==> src/core/cnt_alarm_pkg.sv <==
// Package with register map, field layouts and reset values of the counter alarm channel.
// Functional notes
// - Count passing above the maximum adds one to the overflow tally.
// - Count falling below the minimum subtracts one; the tally may go negative.
// - Leaving the min/max range reloads the initial count and counting resumes.
// - The overflow tally is readable by software.
// - The alarm is routed to a digital output chosen by module, slot, channel.
package cnt_alarm_pkg;
   localparam int unsigned CNT_W = 32;
   localparam logic [CNT_W-1:0] CNT_MIN = 32'h00000000;
   localparam logic [CNT_W-1:0] CNT_MAX = 32'hffffffff;
   localparam int unsigned AW = 6;
   localparam logic [AW-1:0] OFS_CTRL = 6'h00;
   localparam logic [AW-1:0] OFS_INIT = 6'h04;
   localparam logic [AW-1:0] OFS_HIGH = 6'h08;
   localparam logic [AW-1:0] OFS_LOW = 6'h0c;
   localparam logic [AW-1:0] OFS_ROUTE = 6'h10;
   localparam logic [AW-1:0] OFS_COUNT = 6'h14;
   localparam logic [AW-1:0] OFS_TALLY = 6'h18;
   localparam logic [AW-1:0] OFS_STATUS = 6'h1c;
   localparam int unsigned CTRL_RUN = 0;
   localparam int unsigned CTRL_ALARM_EN = 1;
   localparam int unsigned CTRL_HIGH_EN = 2;
   localparam int unsigned CTRL_LOW_EN = 3;
   localparam int unsigned CTRL_DIR_DOWN = 4;
   localparam int unsigned CTRL_LOAD = 5;
   localparam int unsigned DO_W = 4;
   localparam logic [31:0] RST_WORD = 32'h00000000;
   localparam logic [1:0] RESP_OKAY = 2'h0;
   localparam logic [1:0] RESP_SLVERR = 2'h2;

   typedef struct packed {
      logic [3:0] module_sel;
      logic [3:0] slot_sel;
      logic [3:0] chan_sel;
   } route_t;

   typedef struct packed {
      logic run;
      logic alarmEn;
      logic highEn;
      logic lowEn;
      logic dirDown;
   } ctrl_t;

   typedef struct packed {
      logic [CNT_W-1:0] initCount;
      logic [CNT_W-1:0] highLimit;
      logic [CNT_W-1:0] lowLimit;
      route_t route;
      ctrl_t ctrl;
   } cfg_t;
endpackage

==> src/core/cnt_alarm_core.sv <==
// Counter core with overflow tally, range reload and alarm comparison.
`timescale 1ns/1ps
`default_nettype none
module cnt_alarm_core
   import cnt_alarm_pkg::*;
(
   // Clock and reset
   input wire logic clk_sys,
   input wire logic resetn,
   // Configuration and events
   input wire cfg_t cfg,
   input wire logic load,
   input wire logic pulseIn,
   // State out
   output logic [CNT_W-1:0] currentCount,
   output logic signed [CNT_W-1:0] overflowTally,
   output logic alarm
);
   typedef struct packed {
      logic [CNT_W-1:0] cnt;
      logic signed [CNT_W-1:0] tally;
      logic alarm;
   } core_t;

   core_t st_ff;
   core_t nxt_st;

   always_comb begin
      nxt_st = st_ff;
      if (load) begin
         nxt_st.cnt = cfg.initCount;
      end else if (cfg.ctrl.run && pulseIn) begin
         if (!cfg.ctrl.dirDown) begin
            if (st_ff.cnt == CNT_MAX) begin
               // Wrap past the maximum means the count left the range.
               nxt_st.tally = st_ff.tally + 32'sd1;
               nxt_st.cnt = cfg.initCount;
            end else begin
               nxt_st.cnt = st_ff.cnt + 32'h00000001;
            end
         end else begin
            if (st_ff.cnt == CNT_MIN) begin
               nxt_st.tally = st_ff.tally - 32'sd1;
               nxt_st.cnt = cfg.initCount;
            end else begin
               nxt_st.cnt = st_ff.cnt - 32'h00000001;
            end
         end
      end
      // Compared on the registered count so the alarm is glitch free.
      nxt_st.alarm = cfg.ctrl.alarmEn &&
         ((cfg.ctrl.highEn && st_ff.cnt > cfg.highLimit) ||
          (cfg.ctrl.lowEn && st_ff.cnt < cfg.lowLimit));
   end

   always_ff @(posedge clk_sys) begin
      if (!resetn) begin
         st_ff <= '0;
      end else begin
         st_ff <= nxt_st;
      end
   end

   assign currentCount = st_ff.cnt;
   assign overflowTally = st_ff.tally;
   assign alarm = st_ff.alarm;

   a_tally_up: assert property (@(posedge clk_sys) disable iff (!resetn)
      (!load && cfg.ctrl.run && pulseIn && !cfg.ctrl.dirDown && st_ff.cnt == CNT_MAX)
      |=> (st_ff.tally == $past(st_ff.tally) + 32'sd1))
      else $error("Tally did not rise on overflow.");
   a_tally_down: assert property (@(posedge clk_sys) disable iff (!resetn)
      (!load && cfg.ctrl.run && pulseIn && cfg.ctrl.dirDown && st_ff.cnt == CNT_MIN)
      |=> (st_ff.tally == $past(st_ff.tally) - 32'sd1))
      else $error("Tally did not fall on underflow.");
   a_range_reload: assert property (@(posedge clk_sys) disable iff (!resetn)
      (!load && cfg.ctrl.run && pulseIn &&
       ((!cfg.ctrl.dirDown && st_ff.cnt == CNT_MAX) ||
        (cfg.ctrl.dirDown && st_ff.cnt == CNT_MIN)))
      |=> (st_ff.cnt == $past(cfg.initCount)))
      else $error("Count not reloaded after leaving range.");
   a_tally_steady: assert property (@(posedge clk_sys) disable iff (!resetn)
      !(cfg.ctrl.run && pulseIn) |=> $stable(st_ff.tally))
      else $error("Tally moved without a pulse.");
   a_alarm_high: assert property (@(posedge clk_sys) disable iff (!resetn)
      (cfg.ctrl.alarmEn && cfg.ctrl.highEn && st_ff.cnt > cfg.highLimit) |=> alarm)
      else $error("High alarm missed.");
   a_alarm_quiet: assert property (@(posedge clk_sys) disable iff (!resetn)
      !cfg.ctrl.alarmEn |=> !alarm)
      else $error("Alarm raised while disabled.");
endmodule
`default_nettype wire

==> src/core/cnt_alarm_top.sv <==
// AXI4-Lite counter alarm channel with routed digital alarm output.
//
// Chosen here: the address map and the AXI4-Lite slave port.
`timescale 1ns/1ps
`default_nettype none
module cnt_alarm_top
   import cnt_alarm_pkg::*;
(
   // Clock and reset
   input wire logic clk_sys,
   input wire logic resetn,
   // Count input pin
   input wire logic countPin,
   // Routed alarm output
   output logic [DO_W-1:0] alarmDo,
   output logic [3:0] alarmModule,
   output logic [3:0] alarmSlot,
   // AXI4-Lite slave
   input wire logic [AW-1:0] s_axi_awaddr,
   input wire logic s_axi_awvalid,
   output logic s_axi_awready,
   input wire logic [31:0] s_axi_wdata,
   input wire logic [3:0] s_axi_wstrb,
   input wire logic s_axi_wvalid,
   output logic s_axi_wready,
   output logic [1:0] s_axi_bresp,
   output logic s_axi_bvalid,
   input wire logic s_axi_bready,
   input wire logic [AW-1:0] s_axi_araddr,
   input wire logic s_axi_arvalid,
   output logic s_axi_arready,
   output logic [31:0] s_axi_rdata,
   output logic [1:0] s_axi_rresp,
   output logic s_axi_rvalid,
   input wire logic s_axi_rready
);
   typedef struct packed {
      cfg_t cfg;
      logic load;
      logic [2:0] pinSync;
      logic awHave;
      logic [AW-1:0] awAddr;
      logic wHave;
      logic [31:0] wData;
      logic [3:0] wStrb;
      logic bValid;
      logic [1:0] bResp;
      logic rValid;
      logic [31:0] rData;
      logic [1:0] rResp;
      logic [DO_W-1:0] doOut;
   } top_t;

   top_t st_ff;
   top_t nxt_st;
   logic [CNT_W-1:0] currentCount;
   logic signed [CNT_W-1:0] overflowTally;
   logic alarm;
   logic pulse;
   logic doWrite;
   logic [31:0] wrWord;
   logic [31:0] oldWord;
   logic [31:0] ctrlWord;

   // Two stages synchronise the pin; the third only feeds the edge detector.
   assign pulse = st_ff.pinSync[1] && !st_ff.pinSync[2];

   cnt_alarm_core u_core (
      .clk_sys(clk_sys),
      .resetn(resetn),
      .cfg(st_ff.cfg),
      .load(st_ff.load),
      .pulseIn(pulse),
      .currentCount(currentCount),
      .overflowTally(overflowTally),
      .alarm(alarm)
   );

   assign ctrlWord = {26'h0000000, 1'b0, st_ff.cfg.ctrl.dirDown, st_ff.cfg.ctrl.lowEn,
      st_ff.cfg.ctrl.highEn, st_ff.cfg.ctrl.alarmEn, st_ff.cfg.ctrl.run};
   assign doWrite = st_ff.awHave && st_ff.wHave && !st_ff.bValid;

   always_comb begin
      oldWord = 32'h00000000;
      unique case (st_ff.awAddr)
         OFS_CTRL: oldWord = ctrlWord;
         OFS_INIT: oldWord = st_ff.cfg.initCount;
         OFS_HIGH: oldWord = st_ff.cfg.highLimit;
         OFS_LOW: oldWord = st_ff.cfg.lowLimit;
         OFS_ROUTE: oldWord = {20'h00000, st_ff.cfg.route};
         default: oldWord = 32'h00000000;
      endcase
      for (int i = 0; i < 4; i++) begin
         wrWord[i*8 +: 8] = st_ff.wStrb[i] ? st_ff.wData[i*8 +: 8] : oldWord[i*8 +: 8];
      end
   end

   always_comb begin
      nxt_st = st_ff;
      nxt_st.load = 1'b0;
      nxt_st.pinSync = {st_ff.pinSync[1:0], countPin};
      if (s_axi_awvalid && !st_ff.awHave) begin
         nxt_st.awHave = 1'b1;
         nxt_st.awAddr = {s_axi_awaddr[AW-1:2], 2'b00};
      end
      if (s_axi_wvalid && !st_ff.wHave) begin
         nxt_st.wHave = 1'b1;
         nxt_st.wData = s_axi_wdata;
         nxt_st.wStrb = s_axi_wstrb;
      end
      if (doWrite) begin
         nxt_st.awHave = 1'b0;
         nxt_st.wHave = 1'b0;
         nxt_st.bValid = 1'b1;
         nxt_st.bResp = RESP_OKAY;
         unique case (st_ff.awAddr)
            OFS_CTRL: begin
               nxt_st.cfg.ctrl.run = wrWord[CTRL_RUN];
               // Host must have set initial count and a limit before this bit.
               nxt_st.cfg.ctrl.alarmEn = wrWord[CTRL_ALARM_EN];
               nxt_st.cfg.ctrl.highEn = wrWord[CTRL_HIGH_EN];
               nxt_st.cfg.ctrl.lowEn = wrWord[CTRL_LOW_EN];
               nxt_st.cfg.ctrl.dirDown = wrWord[CTRL_DIR_DOWN];
               nxt_st.load = wrWord[CTRL_LOAD];
            end
            OFS_INIT: nxt_st.cfg.initCount = wrWord;
            OFS_HIGH: nxt_st.cfg.highLimit = wrWord;
            OFS_LOW: nxt_st.cfg.lowLimit = wrWord;
            OFS_ROUTE: nxt_st.cfg.route = wrWord[11:0];
            OFS_COUNT, OFS_TALLY, OFS_STATUS: nxt_st.bResp = RESP_OKAY;
            default: nxt_st.bResp = RESP_SLVERR;
         endcase
      end
      if (st_ff.bValid && s_axi_bready) begin
         nxt_st.bValid = 1'b0;
      end
      if (s_axi_arvalid && !st_ff.rValid) begin
         nxt_st.rValid = 1'b1;
         nxt_st.rResp = RESP_OKAY;
         unique case ({s_axi_araddr[AW-1:2], 2'b00})
            OFS_CTRL: nxt_st.rData = ctrlWord;
            OFS_INIT: nxt_st.rData = st_ff.cfg.initCount;
            OFS_HIGH: nxt_st.rData = st_ff.cfg.highLimit;
            OFS_LOW: nxt_st.rData = st_ff.cfg.lowLimit;
            OFS_ROUTE: nxt_st.rData = {20'h00000, st_ff.cfg.route};
            OFS_COUNT: nxt_st.rData = currentCount;
            OFS_TALLY: nxt_st.rData = overflowTally;
            OFS_STATUS: nxt_st.rData = {31'h00000000, alarm};
            default: begin
               nxt_st.rData = 32'h00000000;
               nxt_st.rResp = RESP_SLVERR;
            end
         endcase
      end else if (st_ff.rValid && s_axi_rready) begin
         nxt_st.rValid = 1'b0;
      end
      // Only the selected output line carries the alarm; the others stay low.
      for (int i = 0; i < DO_W; i++) begin
         nxt_st.doOut[i] = alarm && (st_ff.cfg.route.chan_sel == 4'(i));
      end
   end

   always_ff @(posedge clk_sys) begin
      if (!resetn) begin
         st_ff <= '0;
      end else begin
         st_ff <= nxt_st;
      end
   end

   assign s_axi_awready = !st_ff.awHave;
   assign s_axi_wready = !st_ff.wHave;
   assign s_axi_bvalid = st_ff.bValid;
   assign s_axi_bresp = st_ff.bResp;
   assign s_axi_arready = !st_ff.rValid;
   assign s_axi_rvalid = st_ff.rValid;
   assign s_axi_rdata = st_ff.rData;
   assign s_axi_rresp = st_ff.rResp;
   assign alarmDo = st_ff.doOut;
   assign alarmModule = st_ff.cfg.route.module_sel;
   assign alarmSlot = st_ff.cfg.route.slot_sel;

   a_do_route: assert property (@(posedge clk_sys) disable iff (!resetn)
      (alarm && st_ff.cfg.route.chan_sel < 4'(DO_W)) |=> (alarmDo != '0))
      else $error("Alarm not routed to output.");
   a_do_idle: assert property (@(posedge clk_sys) disable iff (!resetn)
      !alarm |=> (alarmDo == '0))
      else $error("Output set without alarm.");
   a_load_init: assert property (@(posedge clk_sys) disable iff (!resetn)
      st_ff.load |=> (currentCount == $past(st_ff.cfg.initCount)))
      else $error("Initial count not loaded.");
endmodule
`default_nettype wire

==> config.mk <==
export PLATFORM = sky130hd
export DESIGN_NAME = cnt_alarm_top
export DESIGN_NICKNAME = d
export VERILOG_FILES = /design/src/core/cnt_alarm_pkg.sv /design/src/core/cnt_alarm_core.sv /design/src/core/cnt_alarm_top.sv
export SDC_FILE = /design/constraint.sdc
export NUM_CORES = 1
export LEC_CHECK = 0
export BUFFER_PORTS_ARGS = -buffer_cell sky130_fd_sc_hd__buf_2
export CAP_MARGIN = 5
export CORE_MARGIN = 1
export CORE_UTILIZATION = 40
export CTS_CLUSTER_DIAMETER = 80
export DETAILED_ROUTE_END_ITERATION = 7
export SETUP_SLACK_MARGIN = 0.5
export SYNTH_ARGS = -nofsm -noshare
export SYNTH_HDL_FRONTEND = slang
export SYNTH_HIERARCHICAL = 1
export SYNTH_SLANG_ARGS = --single-unit
==> constraint.sdc <==
create_clock -name clk_sys -period 10.54 [get_ports clk_sys]
set_input_delay 1.054 -clock clk_sys [delete_from_list [all_inputs] [get_ports clk_sys]]
set_output_delay 1.054 -clock clk_sys [all_outputs]
set_load 0.005 [all_outputs]
## Yosys cells after proc, flatten, opt, wreduce, memory -nomap -nowiden

Index checks and enable logic that the tools add are counted.

| storage, ports and cells | value |
|---|---|
| register bits | 266 |
| word-level logic and storage cells | 111 |
| input port bits | 56 |
| output and inout bits | 53 |

| cells by class | value |
|---|---|
| reduce and logical (&&, ||, !) cells | 40 |
| muxes and demuxes | 17 |
| eq/ne operators | 19 |
| bitwise logic cells | 2 |
| $add $sub $neg | 4 |
| $lt $le $gt $ge | 2 |

Operators with widths:

| cell | count |
|---|---|
| 32-bit case mux with 8 select lines | 1 |
| 32-bit two-way mux | 5 |
| 64-bit two-way mux | 2 |
| 32-bit case mux with 4 select lines | 1 |
| 32-bit by 1-bit adder with 32-bit output, second input constant | 1 |
| 32-bit by 2-bit adder with 32-bit output, second input constant | 1 |
| 32-bit equality test, second input constant | 1 |
| 4-bit by 3-bit equality test with 1-bit output, second input constant | 8 |
| 32-bit > comparator | 1 |
| 32-bit logical NOT | 1 |
| 32-bit < comparator | 1 |
| 8-bit two-way mux | 4 |
| 32-bit by 1-bit subtractor with 32-bit output, second input constant | 1 |
| 32-bit by 2-bit subtractor with 32-bit output, second input constant | 1 |
| 4-bit by 2-bit equality test with 1-bit output, second input constant | 6 |
| 1-bit logical AND | 16 |
| 8-bit OR reduction | 2 |
| 4-bit by 1-bit equality test with 1-bit output, second input constant | 3 |
| 2-bit AND reduction | 5 |
| 4-bit logical NOT | 2 |
| 6-bit logical NOT | 1 |
| 2-bit nonzero test | 3 |
| 1-bit logical NOT | 5 |
| 2-bit two-way mux | 2 |
| other kinds (7) | 10 |

## Logic depth before layout (Yosys ltp)

Gate-level depths: netlist of the first run.

| depth | value |
|---|---|
| depth in word-level cells | 5 |
| depth in mapped cells | 13 |
| gate-level depth less buffers | 11 |

## Cells and area by module

The synthesis of the first run kept the hierarchy.

By module, submodules not included:

| module | area each (sq um) | instances | sequential area each (sq um) | cells each |
|---|---|---|---|---|
| cnt_alarm_top | 9283.9 | 1 | 3983.8 | 1123 |
| cnt_alarm_core | 7681.1 | 1 | 1301.2 | 1090 |

## Worst setup path before layout of the first run

No wires, ideal clock.

| timing path | value |
|---|---|
| path kind | reg2reg |
| start | reg st_ff (netlist bit ctrlWord[4]) |
| end | reg u_core.st_ff (netlist bit u_core/overflowTally[20]) |
| cell stages (with the launch flop) | 14 |
| library setup time | 138 ps |
| buffers on the path | 2 |
| slack | 6651 ps |
| data arrival time | 3751 ps |
| path through | dfxtp_1 -> clkbuf_1 -> clkinv_1 -> clkbuf_1 -> fa_1 -> nand2b_1 -> a21oi_1 -> a2111oi_0 -> o32ai_1 -> a21boi_0 -> o31ai_1 -> a21oi_1 -> nand4_1 -> o221ai_1 |

| between the ends | value |
|---|---|
| word-level cells in the longest chain between the ends | 2 |

RTL lines:

| what | RTL line | source |
|---|---|---|
| start: declaration | cnt_alarm_top.sv:54 | `top_t st_ff;` |
| start signal: assignment | cnt_alarm_top.sv:167 | `st_ff <= nxt_st;` |
| 2-bit by 1-bit != test with 1-bit output (no line) or 2-bit nonzero test (tied branches) | - |  |
| 4-bit AND reduction (no line) | - |  |
| end signal: assignment | cnt_alarm_core.sv:60 | `st_ff <= nxt_st;` |
| end: declaration | cnt_alarm_core.sv:25 | `core_t st_ff;` |

Several ways; a longest one is shown, not always the timed one.
A chain may end at the register's enable or synchronous reset.

## Final worst setup path of the first run

| timing path | value |
|---|---|
| start | reg u_core.st_ff (netlist bit u_core/currentCount[3]) |
| end | reg u_core.st_ff (netlist bit u_core/overflowTally[31]) |

| between the ends | value |
|---|---|
| word-level cells in the longest chain between the ends | 3 |

RTL lines:

| what | RTL line |
|---|---|
| 32-bit logical NOT or 32-bit equality test (tied branches) | cnt_alarm_core.sv:42, cnt_alarm_core.sv:34 |
| 2-bit by 1-bit != test with 1-bit output (no line) or 2-bit nonzero test (tied branches) | - |
| 4-bit AND reduction (no line) (*) | - |

Mark *: on every way between the ends. The rest lies on a longest branch, timed or not.

==> summary.md, run 1 <==
| Metric | Value |
|---|---|
| Final worst-path cycle share | a little over two fifths |
| Layout cell share with drive strength beyond 1 | a little over a tenth |
| Worst Tran Pin Value | ~1300 ps |
| Slew HR | 14.9% |
| Yosys reg bits | around 260 |
| Max Cap Viol | 0 |
| Final setup vio count | 0 |
| Antenna viol nets, final | 0 |
| Power Total | ~2500 µW |
| Worst-case vdd ir drop | around 0.0001 V |
| Initial antenna violation count | 1 |
| CP endpoint kind | flip-flop |
| Drt pass-1 iters | 6 |
| Vias per cell | 6.23 |
| Largest net degree at the start of global routing | 75 |
| Final hold violation count | 0 |
| Total global-route track usage | 27.0% |
| R2R Path Start | u_core/currentCount[3] |
| Worst r2r path cells | 9 |
| Clock buffer depth | 3 |
| Commonest non-fill, non-tap cells in the layout | a21oi_1, dfxtp_1, nand2_1, o21ai_0, nor2_1 |
| Vias in the first global route | 15600 |
| CTS buffer count | 35 |
| Global-route congestion overflow total | 0 |
| Final Util | roughly 44% |
| Netlist cell types | 90 |
| FF-to-FF setup slack | 6110 ps |
| FP Rows | 75 |
| Clk slew on worst S/H paths | approximately 60 ps |
| TritonCTS clock tree | built |
| Hold Path Origin | nxt_st[87] |
| Most common cell after layout, fill and taps aside | a21oi_1 |
| Wire length per cell | 22.1 µm |
| Sequential fraction of the synthesis area | between 30% and 40% |
| I/O pin count | about 110 |
| I/O Buffers | 102 |
| Initial Utilization | between 40 and 50% |
| Diode count | 0 |
| Worst skew pair latency | 550 ps |
| Core area | 41900 µm² |
| RR Endpoint | u_core/overflowTally[31] |
| Outcome | finished clean |
| Hold Path Sink | nxt_st[88] |
| Hpwl dp | about 41000 µm |
| # clock sinks | 264 |
| Hold Path Class | flip-flop to flip-flop |
| Final GP Congestion | 0.933 |
| Post-route setup TNS | 0 ps |
| Drt drc | 0 |
| H-Tree Depth | 2 |
| RSZ-0062 raised after global routing | false |
| Post-CTS sizing | 0 |
| Warnings, synthesis | 6 |
| Worst Path Required | ~11000 ps |
| Critical path type | flip-flop to flip-flop |
| Hold buffers post-CTS | 0 |
| Worst Skew | 13.8 ps |
| Setup crit start kind | flip-flop |
| Post-synth EDFFs | 0 |
| Chip width | slightly above 200 µm |
| Hold path cells | 1 |
| Synth-to-Final Area Change | 9.48% |
| Placed cell area | ~17000 µm² |
| Fmax | 0.226 GHz |
| Syn Std Cell Area | between 15000 and 20000 µm² |
| Cells after Synth | roughly 2200 |
| Fin crit period | ~4400 ps |
| Vias | roughly 17000 |
| Die area | 43200 µm² |
| Nets | 2317 |
| WP data arrival | ~4800 ps |
| Initial drt markers | between 2000 and 2500 |
| Worst Path Max Fanout | 17 |
| Routed WL | between 60000 and 70000 µm |
| PD cells | between 100 and 150 nW/µm² |
| Die Y | approximately 210 µm |
| Max Slew Vio Count | 0 |
| Clock root buffer | clkbuf_16 |
| Top FF cell, synth | dfxtp_1 |
| P_leak | about 0.0075 µW |
| Setup Fix Bufs, Post-CTS | 0 |
| FFs w/ async S/R, synth | 0% |
| Post-Layout Inst Area | 18600 µm² |
| First-pass GRT wire length | roughly 90000 µm |
| Synth Area per Inst | roughly 7.7 µm² |
| Worst hold slack | roughly 450 ps |
| Crit path from | u_core/currentCount[3] |
==> how the worst max path moves through the flow <==
stage	depth (start not counted)	end	slack [ps]
after floorplan	13	u_core/overflowTally[20]	6650
after global placement	9	u_core/overflowTally[31]	6300
after detailed placement	9	u_core/overflowTally[31]	6190
after CTS	9	u_core/overflowTally[31]	6200
after global routing	9	u_core/overflowTally[31]	5930
final	9	u_core/overflowTally[31]	6110
==> area by class of cell <==
type | count | area (µm²)
fill | 4196 | 23300
clock buffer | 46 | 1010
inverter | 98 | 368
clock inverter | 15 | 188
timing repair buffer | 127 | 701
tap | 539 | 674
multi-input combinational | 1638 | 10300
sequential | 264 | 5290
==> kinds of logic (layout without fill, tap and decap cells) <==
family | Yosys count | after routing | share of synthesized area (%)
flip-flops | 264 | 264 | 31.2
multiplexers | 32 | 32 | 2.02
AO/OA/AOI/OAI | 804 | 804 | 29.0
XOR/XNOR | 61 | 61 | 3.19
buffers and inverters | 312 | 286 | 8.31
other | 1 | 2 | 0.0221
adder cells (fa/ha/maj) | 97 | 97 | 7.20
AND/OR/NAND/NOR | 642 | 642 | 19.1
==> flip-flops by register name (all words and copies together) (netlist names) <==
register	cells
nxt_st	2
alarmSlot	4
ctrlWord	5
s_axi_bresp	1
u_core/alarm	1
s_axi_rresp	1
alarmModule	4
s_axi_rdata	32
alarmDo	4
st_ff	144
s_axi_bvalid	1
u_core/currentCount	32
s_axi_rvalid	1
u_core/overflowTally	32
==> stage by stage <==
stage | std cells | setup slack, ps
6_report | 2727 | 6110
2_1_floorplan | 2214 | 6650
3_5_place_dp | 2666 | 6190
5_1_grt | 2727 | 5930
3_3_place_gp | 2666 | 6300
4_1_cts | 2727 | 6200
==> synthesized netlist by cell type, types with 41 or more instances <==
| cell | count | area, µm² |
|---|---|---|
| a21oi_1 | 295 | 1480 |
| dfxtp_1 | 264 | 5290 |
| nand2_1 | 249 | 935 |
| o21ai_0 | 203 | 1020 |
| clkbuf_1 | 129 | 484 |
| nor2_1 | 106 | 398 |
| ha_1 | 96 | 1200 |
| inv_1 | 95 | 357 |
| nand3_1 | 57 | 285 |
| a22oi_1 | 55 | 413 |
| buf_4 | 49 | 368 |
| a22o_1 | 41 | 359 |
==> worst max-delay path, stage by stage, from the launching register on <==
cell and delay (ps):
dfxtp_1 640, nand4_1 330, or4_1 670, nor4_4 370
and2b_1 590, mux2i_2 330, nor2_2 800, and4_1 360
o31a_1 150, nor3_1 40
==> layer usage <==
layer  track usage (%)  share of wire, %  up-vias
met3              4.95               9.6      120
met1              37.7                44     8138
met5                 0             0.023        -
met2              41.3                44      813
li1                  -                 -     7913
met4              10.0               2.9        2
==> where the power goes <==
group / switching (µW) / internal, µW / total (µW)
clock network: 480 / 773 / 1250
registers: 30.0 / 1010 / 1040
logic: 134 / 61.4 / 196
No activity file was read; power rests on OpenSTA's default activity.
==> run 2, diff against run 1 <==
==> constraint.sdc (replaced) <==
create_clock -name clk_sys -period 3.7 [get_ports clk_sys]
set_input_delay 0.37 -clock clk_sys [delete_from_list [all_inputs] [get_ports clk_sys]]
set_output_delay 0.37 -clock clk_sys [all_outputs]
set_load 0.005 [all_outputs]
==> run 2 against run 1 <==
Against the previous run:
- clock-buffer cell count up 7
- first-iteration DRC count decreased by 19%
- largest power group unchanged
- highest routed layer is now met4
- routed wire length increased by 0.20%
==> summary.md, run 2 (same netlist as run 1, synthesis figures left out) <==
| Metric | Value |
|---|---|
| # clock sinks | 264 (unchanged) |
| Worst Path Max Fanout | 4 (-13) |
| Final hold violation count | 0 (unchanged) |
| FILL cells | 4220 (+0.57%) |
| Max FFs per register | 144 (unchanged) |
| WP data arrival | 3580 ps (-1260 ps) |
| Setup crit start kind | flip-flop |
| Synth-to-Final Area Change | 11.5% |
| Hold Path Class | primary input to flip-flop |
| Max Cap Viol | 0 (unchanged) |
| Die Y | 208 µm (unchanged) |
| Die area | 43200 µm² (unchanged) |
| Total global-route track usage | 27.3% (+0.25 points) |
| Worst Skew | 23.1 ps (+9.39 ps) |
| Final setup vio count | 0 (unchanged) |
| Core area | 41900 µm² (unchanged) |
| Vias in the first global route | 15700 (+0.95%) |
| Hpwl dp | 42600 µm (+4.3%) |
| Nets | 2361 (+1.9%) |
| First-pass GRT wire length | 92600 µm (+0.74%) |
| RR Endpoint | u_core/alarm |
| Worst r2r path cells | 12 (+3) |
| Diode count | 0 (unchanged) |
| CP endpoint kind | flip-flop |
| Wire length per cell | 21.8 µm (-1.4%) |
| Worst-case vdd ir drop | 0.000275 V (+180%) |
| FP Rows | 75 (unchanged) |
| PD cells | 363 nW/µm² (+170%) |
| Largest net degree at the start of global routing | 76 (+1.3%) |
| Critical Path, Cell by Cell | inv_1 > ha_1 > nand4_1 > or2_2 > or4_4 > nor4_2 > buf_4 > a221oi_1 > o21ai_0 > nor4_1 > nor3_1 > a21o_1 |
| Initial drt markers | 1764 (-19%) |
| P_leak | 0.00775 µW (+3.2%) |
| H-Tree Depth | 2 (unchanged) |
| Clock buffer depth | 3 (unchanged) |
| Vias | 17000 (-0.065%) |
| Final Util | 45.2% (+0.82 points) |
| Drt pass-1 iters | 7 (+1) |
| Outcome | finished clean |
| Critical path type | flip-flop to flip-flop |
| Final GP Congestion | 0.953 (+2.1%) |
| Final worst-path cycle share | 83.4% (+41 points) |
| Post-route setup TNS | 0 ps (unchanged) |
| Clk slew on worst S/H paths | 60 ps (about the same) |
| Slew HR | 21.4% (+6.5 points) |
| Crit path from | st_ff[168] |
| Initial Utilization | 40.5% (unchanged) |
| Most common cell after layout, fill and taps aside | a21oi_1 |
| Crit-path slowest cell | or4_4 |
| FF-to-FF setup slack | 610 ps (-5500 ps) |
| Vias per cell | 6.12 (-1.7%) |
| Worst Tran Pin Value | 1180 ps (-98.5 ps) |
| I/O Buffers | 102 (unchanged) |
| Largest Register | st_ff |
| Worst Setup EP | u_core/alarm |
| RSZ-0062 raised after global routing | true |
| Worst Path Required | 4190 ps (-6760 ps) |
| CTS buffer count | 34 (-2.9%) |
| Clock root buffer | clkbuf_16 |
| CP peak stage delay | 590 ps (-210 ps) |
| R2R Path Start | st_ff[168] |
| TritonCTS clock tree | built |
| Initial antenna violation count | 0 (-1) |
| Worst skew pair latency | 550 ps (about the same) |
| Multi-input logic area | 10400 µm² (+0.53%) |
| Antenna viol nets, final | 0 (unchanged) |
| Routed WL | 60400 µm (+0.20%) |
| I/O pin count | 109 (unchanged) |
| Fmax | 0.324 GHz (+43%) |
| Chip width | 208 µm (unchanged) |
| Register area | 5300 µm² (+0.14%) |
| Layout cell share with drive strength beyond 1 | 12.9% (+2.2 points) |
| Commonest non-fill, non-tap cells in the layout | a21oi_1, dfxtp_1, nand2_1, o21ai_0, nor2_1 |
| Max Slew Vio Count | 0 (unchanged) |
| Fin crit period | 3090 ps (-1340 ps) |
| Global-route congestion overflow total | 0 (unchanged) |
| Drt drc | 0 (unchanged) |
## run 2: cell types whose count changed in the layout (fill, tap and decap cells not counted), sizes merged
cell         previous run  this run
clkbuf                 46        53
clkinvlp                2         0
inv                    97        98
buf                   127       171
dlygate4sd3             0         1
clkinv                 10         7
bufinv                  4         1
## run 2: area by class of cell
class	count	area share, %
clock buffer	53	5.46
timing repair buffer	172	5.64
inverter	98	1.95
multi-input combinational	1638	55.0
sequential	264	28.0
tap	539	3.57
clock inverter	8	0.403
## run 2: routing by layer
metal	part of all wire, %	global-route usage [%]	vias up	routed length, µm
met4	2.8	8.84	0	1710
li1	-	-	7989	-
met2	43	41.1	802	26300
met5	0	0	-	0
met1	44	38.4	8055	26400
met3	9.9	5.95	129	5980
## run 2: critical path: cells and delay by family, from the launching register on
kind	cells	cell delay, ps
AND/OR/NAND/NOR	6	1800
flip-flops	1	390
AO/OA/AOI/OAI	3	310
adder cells (fa/ha/maj)	1	300
buffers and inverters	2	240
## run 2: worst min-delay path by stage
stage	slack, ps	end	from	cells after the start
after floorplan	410	nxt_st[88]	nxt_st[87]	1
after global placement	420	nxt_st[88]	nxt_st[87]	1
after detailed placement	420	nxt_st[88]	nxt_st[87]	1
after CTS	20	nxt_st[87]	countPin	2
after global routing	40	nxt_st[87]	countPin	2
final	40	nxt_st[87]	countPin	2
## run 2: through the flow
stage               setup slack [ps]  total power (µW)  hold WS, ps  cell area (µm²)  instances
detailed placement               375              3580          422            17700       2705
global placement                 421              3570          421            17700       2705
global route                     492              7090         44.0            18900       2772
finish                           612              6860         40.7            18900       2772
floorplan                        598              3370          412            17000       2214
CTS                              516              6890         23.5            18800       2768
## run 2: power by group
group          total (µW)  switching [µW]  leakage (µW)  internal [µW]
sequential           2980            88.3       0.00214           2890
clock                3310            1320      0.000550           1990
combinational         570             379       0.00507            191
total                6860            1780       0.00775           5070
## run 2: repair_timing
| item | CTS | global route |
|---|---|---|
| buffers inserted | 1 | 4 |
| gates resized for setup | 2 | 16 |
| endpoints found under the hold margin | 1 | 0 |
| setup endpoints to repair | 6 | 29 |
| pin swaps | 1 | 2 |
| hold buffers | 1 | 0 |
==> run 3, diff against run 2 <==
==> constraint.sdc (replaced) <==
create_clock -name clk_sys -period 2.95 [get_ports clk_sys]
set_input_delay 0.295 -clock clk_sys [delete_from_list [all_inputs] [get_ports clk_sys]]
set_output_delay 0.295 -clock clk_sys [all_outputs]
set_load 0.005 [all_outputs]
==> run 3 against run 2 <==
Against the previous run:
- die area is the same
- flip-flop and latch count is the same
- sequential power grew 24%
- register-to-register slack lost 460 ps
- global-route usage grew 2.3 points
- via count grew 7.5%
- final area grew 16%
- maximum frequency grew 10%
- first-iteration DRC count grew 8.8%
- power grew 26%
- clock power grew 19%
- non-clock buffer count grew 198
- critical path type unchanged
- largest cell class unchanged
- highest routed layer unchanged
==> summary.md, run 3 (same netlist as run 1, synthesis figures left out) <==
| Metric | Value |
|---|---|
| Final hold violation count | 0 (unchanged) |
| Worst Path Required | 3450 ps (-740 ps) |
| Initial antenna violation count | 0 (unchanged) |
| CP endpoint kind | flip-flop |
| Worst r2r path cells | 11 (-1) |
| CP bufs+invs | 1 (-1) |
| H-Tree Depth | 1 (-1) |
| Routed WL | 68100 µm (+13%) |
| Max Slew Vio Count | 0 (unchanged) |
| Nets | 2556 (+8.3%) |
| Most common cell after layout, fill and taps aside | a21oi_1 |
| Hold path cells | 3 (+1) |
| Drt drc | 0 (unchanged) |
| Placed cell area | 18400 µm² (+4.3%) |
| Core area | 41900 µm² (unchanged) |
| Layout cell share with drive strength beyond 1 | 25.5% (+13 points) |
| Vias in the first global route | 16800 (+6.9%) |
| Clock buffer depth | 3 (unchanged) |
| Drt pass-1 iters | 6 (-1) |
| Worst Path Max Fanout | 7 (+3) |
| Initial Utilization | 40.5% (unchanged) |
| Crit-path slowest cell | dfxtp_4 |
| Total global-route track usage | 29.5% (+2.3 points) |
| Max Cap Viol | 0 (unchanged) |
| CP most frequent cell | o211ai_1 |
| Commonest non-fill, non-tap cells in the layout | a21oi_1, dfxtp_1, nand2_1, buf_4, o21ai_0 |
| Post-Layout Inst Area | 21900 µm² (+16%) |
| RSZ-0062 raised after global routing | true |
| Vias | 18200 (+7.5%) |
| # clock sinks | 264 (unchanged) |
| CTS buffer count | 30 (-12%) |
| Final setup vio count | 0 (unchanged) |
| Max FFs per register | 144 (unchanged) |
| PD cells | 393 nW/µm² (+8.5%) |
| Power Total | 8620 µW (+26%) |
| Setup crit start kind | flip-flop |
| Die Y | 208 µm (unchanged) |
| Worst skew pair latency | 590 ps (+40 ps) |
| Hpwl dp | 45400 µm (+6.7%) |
| Worst Tran Pin Value | 1150 ps (-28.2 ps) |
| Final Util | 52.3% (+7.1 points) |
| Critical path type | flip-flop to flip-flop |
| Die area | 43200 µm² (unchanged) |
| Largest net degree at the start of global routing | 65 (-14%) |
| Vias per cell | 6.16 (+0.57%) |
| Final worst-path cycle share | 94.8% (+11 points) |
| Worst Skew | 14.8 ps (-8.30 ps) |
| I/O Buffers | 102 (unchanged) |
| Fin crit period | 2800 ps (-290 ps) |
| Largest Register | st_ff |
| Hold Path Class | primary input to flip-flop |
| I/O pin count | 109 (unchanged) |
| Outcome | finished clean |
| WP data arrival | 3300 ps (-280 ps) |
| Final GP Congestion | 0.961 (+0.84%) |
| Clk slew on worst S/H paths | 60 ps (about the same) |
| CP delay by family, top | compound AO/OA/AOI/OAI gates |
| Synth-to-Final Area Change | 29.1% |
| FP Rows | 75 (unchanged) |
| Fmax | 0.357 GHz (+10%) |
| Chip width | 208 µm (unchanged) |
| Worst-case vdd ir drop | 0.000411 V (+49%) |
| P_leak | 0.00913 µW (+18%) |
| Diode count | 0 (unchanged) |
| Critical Path, Cell by Cell | buf_6 > ha_4 > o211ai_1 > a21oi_4 > a2111oi_4 > o32ai_4 > a211oi_4 > nor3b_4 > o41ai_4 > nand4_1 > o211ai_1 |
| First-pass GRT wire length | 100000 µm (+8.5%) |
| Crit path depth | 11 (-1) |
| Initial drt markers | 1919 (+8.8%) |
| TritonCTS clock tree | built |
| Slew HR | 23.4% (+2.0 points) |
| CP peak stage delay | 440 ps (-150 ps) |
| Wire length per cell | 23.0 µm (+5.4%) |
| Global-route congestion overflow total | 0 (unchanged) |
| Antenna viol nets, final | 0 (unchanged) |
| Clock root buffer | clkbuf_16 |
[run 3: changes by cell type in the layout (fill, tap and decap cells not counted), sizes merged]
cell	delta
buf	+148
dlygate4sd3	+45
clkbuf	-11
bufinv	+3
clkinvlp	+3
clkinv	+2
inv	-1
o41a	+1
[run 3: path summary, 6_finish.rpt]
| kind | startpoint | end | slack [ps] |
|---|---|---|---|
| worst max-delay path | ctrlWord[4] | u_core/overflowTally[28] | 150 |
| worst min-delay path | resetn | st_ff[176] | 140 |
| worst max register to register | ctrlWord[4] | u_core/overflowTally[28] | 150 |
| worst min register to register | nxt_st[87] | nxt_st[88] | 450 |
[run 3: worst reg2reg max path, stage by stage (launching register included)]
cell	delay, ps
dfxtp_4	440
buf_6	140
ha_4	200
o211ai_1	280
a21oi_4	70
a2111oi_4	310
o32ai_4	190
a211oi_4	320
nor3b_4	110
o41ai_4	350
nand4_1	150
o211ai_1	140
[run 3: layout make-up]
cell class                      count  area, µm²
Clock buffer                       37        827
Clock inverter                     15        201
Fill cell                        3898      19900
Inverter                           98        380
Multi-Input combinational cell   1639      11400
Sequential cell                   264       5350
Tap cell                          539        674
Timing Repair Buffer              370       3030
[run 3: per-layer routing]
metal	global-route usage, %	wire length (µm)	up-vias
met1	41.4	29600	8771
met4	11.0	2550	0
li1	-	-	8384
met3	5.30	6200	172
met5	0	0	-
met2	45.1	29700	914
[run 3: power by group]
| group | internal (µW) | leakage, µW | switching (µW) | total (µW) |
|---|---|---|---|---|
| registers | 3610 | 0.00215 | 99.3 | 3710 |
| logic | 389 | 0.00648 | 567 | 957 |
| clock network | 2330 | 0.000500 | 1620 | 3950 |
| total | 6330 | 0.00913 | 2280 | 8620 |
[run 3: timing repair]
action,in CTS,in global routing
endpoints found under the hold margin,45,0
pin swaps,49,113
gates resized for setup,131,177
gates cloned,3,5
hold buffers,46,0
buffers inserted,31,42
endpoints found under the setup margin,65,64
[run 3: through the flow]
step,setup TNS (ps),worst slack (ps),hold slack [ps],cells
floorplan,0,162,394,2214
global placement,-31.4,-31.4,423,2783
detailed placement,0,30.4,441,2783
CTS,0,232,112,2915
global route,0,50.8,133,2962
finish,0,152,136,2962
